--- src/rtl/nos_pkg.sv ---
// Constants, register map and bus carrier types of the sixteen-channel output strobe port.
// Assumes a 100 MHz ref_clk and a VME A16/D16 bus whose pins arrive unsynchronised.
package nos_pkg;

   // ------------------------------------------------------------
   // Register map (byte offsets inside the 64-byte block)
   // ------------------------------------------------------------
   localparam logic [5:0]  OUTPUT_PATTERN_OFS   = 6'h00;
   localparam logic [5:0]  STROBE_SELECT_OFS    = 6'h02;
   localparam logic [5:0]  PULSE_WIDTH_OFS      = 6'h04;
   localparam logic [5:0]  TRANSFER_CONTROL_OFS = 6'h06;
   localparam int          CTRL_GO_BIT          = 0;
   localparam int          CTRL_TIMEBASE_BIT    = 1;
   localparam logic [15:0] REG_RESET            = 16'h0000;

   // ------------------------------------------------------------
   // Bus decode
   // ------------------------------------------------------------
   localparam logic [5:0]  AM_A16_USER          = 6'h29;
   localparam logic [5:0]  AM_A16_SUPER         = 6'h2D;

   // ------------------------------------------------------------
   // Timebase: phase accumulator in units of 100 ps
   // ------------------------------------------------------------
   localparam int          CLK_PERIOD_PS        = 10000;
   localparam int          FINE_STEP_PS         = 62500;
   localparam logic [9:0]  ACC_STEP             = 10'(CLK_PERIOD_PS / 100);
   localparam logic [9:0]  ACC_WRAP             = 10'(FINE_STEP_PS / 100);
   localparam logic [15:0] COARSE_LAST          = 16'hFFFF;

   typedef struct packed {
      logic        asN;
      logic [1:0]  dsN;
      logic        writeN;
      logic        lwordN;
      logic [5:0]  am;
      logic [15:1] addr;
      logic [15:0] data;
   } nos_vme_in_t;

   typedef enum logic [1:0] {
      BUS_IDLE = 2'b01,
      BUS_ACK  = 2'b10
   } nos_bus_state_t;

endpackage : nos_pkg

--- src/rtl/nos_port.sv ---
// Sixteen-output level/strobe port with its VME A16/D16 slave.
// Assumes the VME bus pins and the base switches are asynchronous to ref_clk.
`timescale 1ns/100ps
`default_nettype none
module nos_port (
   input  wire logic               ref_clk,
   input  wire logic               sys_rst,
   input  wire nos_pkg::nos_vme_in_t vmeIn,
   input  wire logic [15:6]        baseSwitch,
   output logic      [15:0]        vmeDataOut,
   output logic                    vmeDataOeN,
   output logic                    dtackOut,
   output logic                    dtackOeN,
   output logic      [15:0]        nimOut
);
   import nos_pkg::*;

   // ------------------------------------------------------------
   // Input synchronisers
   // ------------------------------------------------------------
   nos_vme_in_t    vmeS1, vmeS2;
   logic [15:6]    baseS1, baseS2;
   logic           dsLowPrev;
   nos_bus_state_t state;
   logic [15:0]    outputPattern, strobeSelect, pulseWidth, transferControl;
   logic [15:0]    strobeMask;
   logic           busy;
   logic [16:0]    remain;
   logic [9:0]     acc;
   logic           fineTick;
   logic [15:0]    coarseCnt;

   always_ff @(posedge ref_clk or posedge sys_rst) begin
      if (sys_rst) begin
         vmeS1     <= '1;
         vmeS2     <= '1;
         baseS1    <= '0;
         baseS2    <= '0;
         dsLowPrev <= 1'b0;
      end else begin
         vmeS1     <= vmeIn;
         vmeS2     <= vmeS1;
         baseS1    <= baseSwitch;
         baseS2    <= baseS1;
         dsLowPrev <= (vmeS2.dsN == 2'b00);
      end
   end

   function automatic logic amOk(input logic [5:0] am);
      amOk = (am == AM_A16_USER) || (am == AM_A16_SUPER);
   endfunction : amOk

   // ------------------------------------------------------------
   // Bus slave
   // ------------------------------------------------------------
   // Data strobes must be seen low twice so the synchronised address and data have settled.
   logic       cycleSeen, hit, doWrite, doRead, fire;
   logic [5:0] ofs;
   logic [15:0] readValue;
   assign cycleSeen = !vmeS2.asN && (vmeS2.dsN == 2'b00) && dsLowPrev;
   assign hit       = cycleSeen && (vmeS2.addr[15:6] == baseS2) && amOk(vmeS2.am)
                      && vmeS2.lwordN;
   assign ofs       = {vmeS2.addr[5:1], 1'b0};
   assign doWrite   = (state == BUS_IDLE) && hit && !vmeS2.writeN;
   assign doRead    = (state == BUS_IDLE) && hit && vmeS2.writeN;
   assign fire      = doWrite && (ofs == TRANSFER_CONTROL_OFS) && vmeS2.data[CTRL_GO_BIT];

   always_comb begin
      case (ofs)
         OUTPUT_PATTERN_OFS:   readValue = outputPattern;
         STROBE_SELECT_OFS:    readValue = strobeSelect;
         PULSE_WIDTH_OFS:      readValue = pulseWidth;
         TRANSFER_CONTROL_OFS: readValue = {transferControl[15:1], busy};
         default:              readValue = 16'h0000;
      endcase
   end

   always_ff @(posedge ref_clk or posedge sys_rst) begin
      if (sys_rst) begin
         state      <= BUS_IDLE;
         dtackOut   <= 1'b0;
         dtackOeN   <= 1'b1;
         vmeDataOut <= 16'h0000;
         vmeDataOeN <= 1'b1;
      end else begin
         dtackOut <= 1'b0;
         case (state)
            BUS_IDLE: begin
               if (hit) begin
                  state      <= BUS_ACK;
                  dtackOeN   <= 1'b0;
                  vmeDataOut <= readValue;
                  vmeDataOeN <= !doRead;
               end
            end
            BUS_ACK: begin
               if (vmeS2.dsN != 2'b00) begin
                  state      <= BUS_IDLE;
                  dtackOeN   <= 1'b1;
                  vmeDataOeN <= 1'b1;
               end
            end
            default: begin
               state      <= BUS_IDLE;
               dtackOeN   <= 1'b1;
               vmeDataOeN <= 1'b1;
            end
         endcase
      end
   end

   // ------------------------------------------------------------
   // Registers
   // ------------------------------------------------------------
   always_ff @(posedge ref_clk or posedge sys_rst) begin
      if (sys_rst) begin
         outputPattern   <= REG_RESET;
         strobeSelect    <= REG_RESET;
         pulseWidth      <= REG_RESET;
         transferControl <= REG_RESET;
      end else if (doWrite) begin
         case (ofs)
            OUTPUT_PATTERN_OFS:   outputPattern   <= vmeS2.data;
            STROBE_SELECT_OFS:    strobeSelect    <= vmeS2.data;
            PULSE_WIDTH_OFS:      pulseWidth      <= vmeS2.data;
            TRANSFER_CONTROL_OFS: transferControl <= vmeS2.data;
            default: ;
         endcase
      end
   end

   // ------------------------------------------------------------
   // Strobe timebase
   // ------------------------------------------------------------
   // 62.5 ns is not a whole number of clocks, so ticks fall every 6 or 7 clocks and average exactly.
   logic [9:0] accSum;
   logic       coarseTick, tick;
   assign accSum     = acc + ACC_STEP;
   assign coarseTick = fineTick && (coarseCnt == COARSE_LAST);
   assign tick       = transferControl[CTRL_TIMEBASE_BIT] ? coarseTick : fineTick;

   always_ff @(posedge ref_clk or posedge sys_rst) begin
      if (sys_rst) begin
         acc      <= 10'h000;
         fineTick <= 1'b0;
      end else if (fire) begin
         acc      <= 10'h000;
         fineTick <= 1'b0;
      end else if (accSum >= ACC_WRAP) begin
         acc      <= accSum - ACC_WRAP;
         fineTick <= 1'b1;
      end else begin
         acc      <= accSum;
         fineTick <= 1'b0;
      end
   end

   always_ff @(posedge ref_clk or posedge sys_rst) begin
      if (sys_rst) begin
         coarseCnt <= 16'h0000;
      end else if (fire) begin
         coarseCnt <= 16'h0000;
      end else if (fineTick) begin
         coarseCnt <= coarseCnt + 16'h0001;
      end
   end

   // ------------------------------------------------------------
   // Outputs and strobe timing
   // ------------------------------------------------------------
   // A zero width stands for full scale; a second transfer while busy restarts every strobe.
   always_ff @(posedge ref_clk or posedge sys_rst) begin
      if (sys_rst) begin
         nimOut     <= 16'h0000;
         strobeMask <= 16'h0000;
         busy       <= 1'b0;
         remain     <= 17'h00000;
      end else if (fire) begin
         nimOut     <= outputPattern;
         strobeMask <= outputPattern & strobeSelect;
         busy       <= |(outputPattern & strobeSelect);
         remain     <= {pulseWidth == 16'h0000, pulseWidth};
      end else if (busy && tick) begin
         if (remain == 17'h00001) begin
            nimOut <= nimOut & ~strobeMask;
            busy   <= 1'b0;
         end else begin
            remain <= remain - 17'h00001;
         end
      end
   end
endmodule : nos_port
`default_nettype wire

--- config.mk ---
export PLATFORM = sky130hd
export DESIGN_NAME = nos_port
export DESIGN_NICKNAME = d
export VERILOG_FILES = /design/src/rtl/nos_pkg.sv /design/src/rtl/nos_port.sv
export SDC_FILE = /design/constraint.sdc
export NUM_CORES = 1
export LEC_CHECK = 0
export BUFFER_PORTS_ARGS = -buffer_cell sky130_fd_sc_hd__buf_2
export CORE_MARGIN = 2
export CORE_UTILIZATION = 35
export DETAILED_ROUTE_END_ITERATION = 10
export GPL_ROUTABILITY_DRIVEN = 0
export PLACE_DENSITY = 0.55
export SETUP_SLACK_MARGIN = 0.15
export SLEW_MARGIN = 20
export SYNTH_ARGS = -nofsm -noshare
export SYNTH_HDL_FRONTEND = slang
export SYNTH_SLANG_ARGS = --single-unit
--- constraint.sdc ---
create_clock -name ref_clk -period 10.5 [get_ports ref_clk]
set_input_delay 1.05 -clock ref_clk [delete_from_list [all_inputs] [get_ports ref_clk]]
set_output_delay 1.05 -clock ref_clk [all_outputs]
set_load 0.01 [all_outputs]
==> qor.yml <==
sta:
  fmax_ghz: 0.2770
  skew_ps: 15.80
  period_share_pct: 34.39
  finalMaxSlewViolations: 0
  fin_ws_ps: 6890
  setup_viol: 0
  setup_tns_ps: 0
  period_needed_ps: 3610
  hold_viol_final: 0
  worst_pin_slew_ps: 1021
  relSlewSlack_pct: 31.74
  rsz0062_at_grt: "false"
place:
  place_hpwl_mm: 14.94
  placed_cell_area_sq_um: 11360
  place_ws_ps: 6847
  portBuffers: 86
cells_and_area:
  final_util_pct: 41.30
  n_antenna_cell: 0
  fillers: 2800
  num-nets-final: 1004
  final_cell_mix: "dfrtp_1, nand2_1, buf_2"
  final_cell_area_sq_um: 12270
  syn2layout_area_growth_pct: 15.85
  final_common_cell: "dfrtp_1"
  drive_above_1_share_pct: 30.60
routing:
  drt_iter0_drc: 474
  drt_wl_total_mm: 23.58
  firstDrtPassIters: 5
  drcViolationCount: 0
  avgViaCountPerCell: 4.900
  drt-wirelength-per-cell_um: 17.41
  postRouteAntennaNets: 0
  vias: 6635
logic_synthesis:
  ys.flop_type: "dfrtp_1"
  synth_nets: 922
  synth_mux_area_share_pct: 8.290
  synthCells: 862
  synthXorXnorAreaFrac_pct: 4.051
  yosysSeqAreaShare_pct: 62.87
  syn_area_sq_um: 10600
  async_flop_share_pct: 100.0
  synth-warning-count: 0
  synth_top_family_by_area: "simple AND/OR/NAND/NOR gates"
  synth_seq_cells: 262
  synth.distinct_cells: 63
  synth_simple_gate_area_share_pct: 14.57
  syn_avg_cell_area_sq_um: 12.29
  synth_edf_count: 0
  synth_compound_area_share_pct: 6.967
  synth-adder-area-share_pct: 0.7085
clock_tree:
  post-cts-setup-buffers: 0
  root_buffer: "clkbuf_16"
  cts_sinks: 262
  postCtsHoldBufs: 0
  path_clk_slew_ps: 60
  cts_buffers: 27
  cts-resized-gates: 0
  cts_tree: "built"
  cts_htree_levels: 1
  insertion_delay_ps: 530
  max-clock-path-buffers: 3
die:
  die_x_um: 178.0
  die_area_sq_um: 31680
  io_pins: 89
  initial_core_util_pct: 35.65
  core_area_sq_um: 29720
  fp-row-count: 63
  die_h_um: 178.0
critical_path:
  path_class: "reg2reg"
  worst_ep_arrival_time_ps: 4030
  cp_data_required_time_ps: 10920
  path_max_fanout: 21
  startpoint_type: "register"
  endpoint_kind: "register"
power:
  power-per-cell-area_nw_per_um2: 184.0
  p_leak_nw: 5.890
  power_mw: 2.258
  peakVddDrop_uv: 118.0
grt:
  grt_max_degree: 114
  grt_pass1_wl_mm: 38.12
  antenna_found_initial: 0
  grtUsageMet3_pct: 2.089
  met2_usage_pct: 24.22
  grt_pass1_vias: 6647
  grt_remaining_overflow: 0
  use_met1_pct: 22.09
  grt_util_all_layers_pct: 15.41
  busiest_layer: "met2"
min_path:
  hp-class: "reg2reg"
run:
  drv_cap: 0
run_status:
  outcome: "finished, final reports clean"
-- final timing paths --
kind | startpoint | endpoint | slack (ps) | cells past startpoint
max in group asynchronous | sys_rst | strobeSelect[8] | 8410 | 3
max | ofs[1] | remain[7] | 6890 | 7
min in group asynchronous | sys_rst | baseS2[15] | 670 | 2
max reg2reg | ofs[1] | remain[7] | 6890 | 7
min | baseS1[8] | baseS2[8] | 350 | 0
min reg2reg | baseS1[8] | baseS2[8] | 350 | 0
-- critical path, stage by stage, from the launching register on --
cell     delay (ps)
dfstp_2        1000
and2_1          240
nand2_1          70
nor4_2          250
buf_4           340
and2_1          760
buf_4           440
mux2_2          370
-- metal layers --
layer | wire [um] | vias to the layer above
met1 | 11170 | 3326
met5 | 0 | -
met4 | 620 | 0
met3 | 913 | 41
li1 | - | 3144
met2 | 10870 | 124
-- synth_stat cells (2+ instances only) --
cell      instances  area, sq um
a21o_1           19        142.6
nor4_1           13        81.33
nand2b_1          8        50.05
dfrtp_1         178         4454
mux2i_1          18        180.2
mux2_1            5        56.30
mux4_2            2        45.04
nor3b_1           2        15.01
buf_4             5        37.54
a21oi_1           6        30.03
nand4_1          16        100.1
nand3b_1          4        30.03
nand4b_1          2        17.52
a211oi_1          4        30.03
ha_1              6        75.07
xnor2_1          24        210.2
and3b_1           2        17.52
and3_1           21        131.4
nand2_1         128        480.5
inv_1             8        30.03
dfstp_2          84         2207
buf_6             3        33.78
or3_1             4        25.02
nor3_1           12        60.06
mux2_2           53        596.8
xor2_1           25        219.0
a22oi_1          14        105.1
nor3_4            2        32.53
clkbuf_1         17        63.81
o21ai_0          52        260.3
buf_2            16        80.08
nand3_1          36        180.2
and2_1            5        31.28
nor2_1           39        146.4
-- where the power goes --
part | switching, mW | internal (mW) | total, mW | leakage [nW]
registers | 0.0269 | 1.06 | 1.09 | 3.29
logic | 0.114 | 0.0868 | 0.201 | 2.15
clock network | 0.394 | 0.577 | 0.971 | 0.449
-- metrics by stage --
step           cells  hold WS [ps]
3_5_place_dp    1305         334.7
4_1_cts         1354         348.2
2_1_floorplan    862         331.2
5_1_grt         1354         356.3
3_3_place_gp    1305         333.5
6_report        1354         347.7
-- cell families (layout without fill, tap and decap cells) --
kind of cell	Yosys count	count (layout)
mux	78	78
other cells	1	1
buf+inv	50	152
simple gates	306	306
compound gates	110	110
flops	262	262
xor+xnor	49	49
fa+ha+maj	6	6
-- state kept, by name, indices dropped and copies added, names as in the netlist, 2 cells and up --
register         cells
baseS1              10
coarseCnt           16
nimOut              16
strobeSelect        16
transferControl     15
pulseWidth          16
state                2
strobeMask          16
vmeS2               36
vmeS1               41
baseS2              10
vmeDataOut          16
ofs                  5
acc                 10
outputPattern       16
remain              17
-- final cells by class --
| class | count | area, sq um | share of cell area (%) |
|---|---|---|---|
| well taps | 390 | 488.0 | 3.976 |
| clock inverters | 9 | 108.9 | 0.8868 |
| clock buffers | 40 | 797.0 | 6.493 |
| flip-flops and latches | 262 | 6661 | 54.27 |
| repair buffers | 95 | 501.7 | 4.088 |
| multi-input cells | 550 | 3680 | 29.98 |
| inverters | 8 | 37.54 | 0.3058 |
Power figures use the tool's default switching activity.
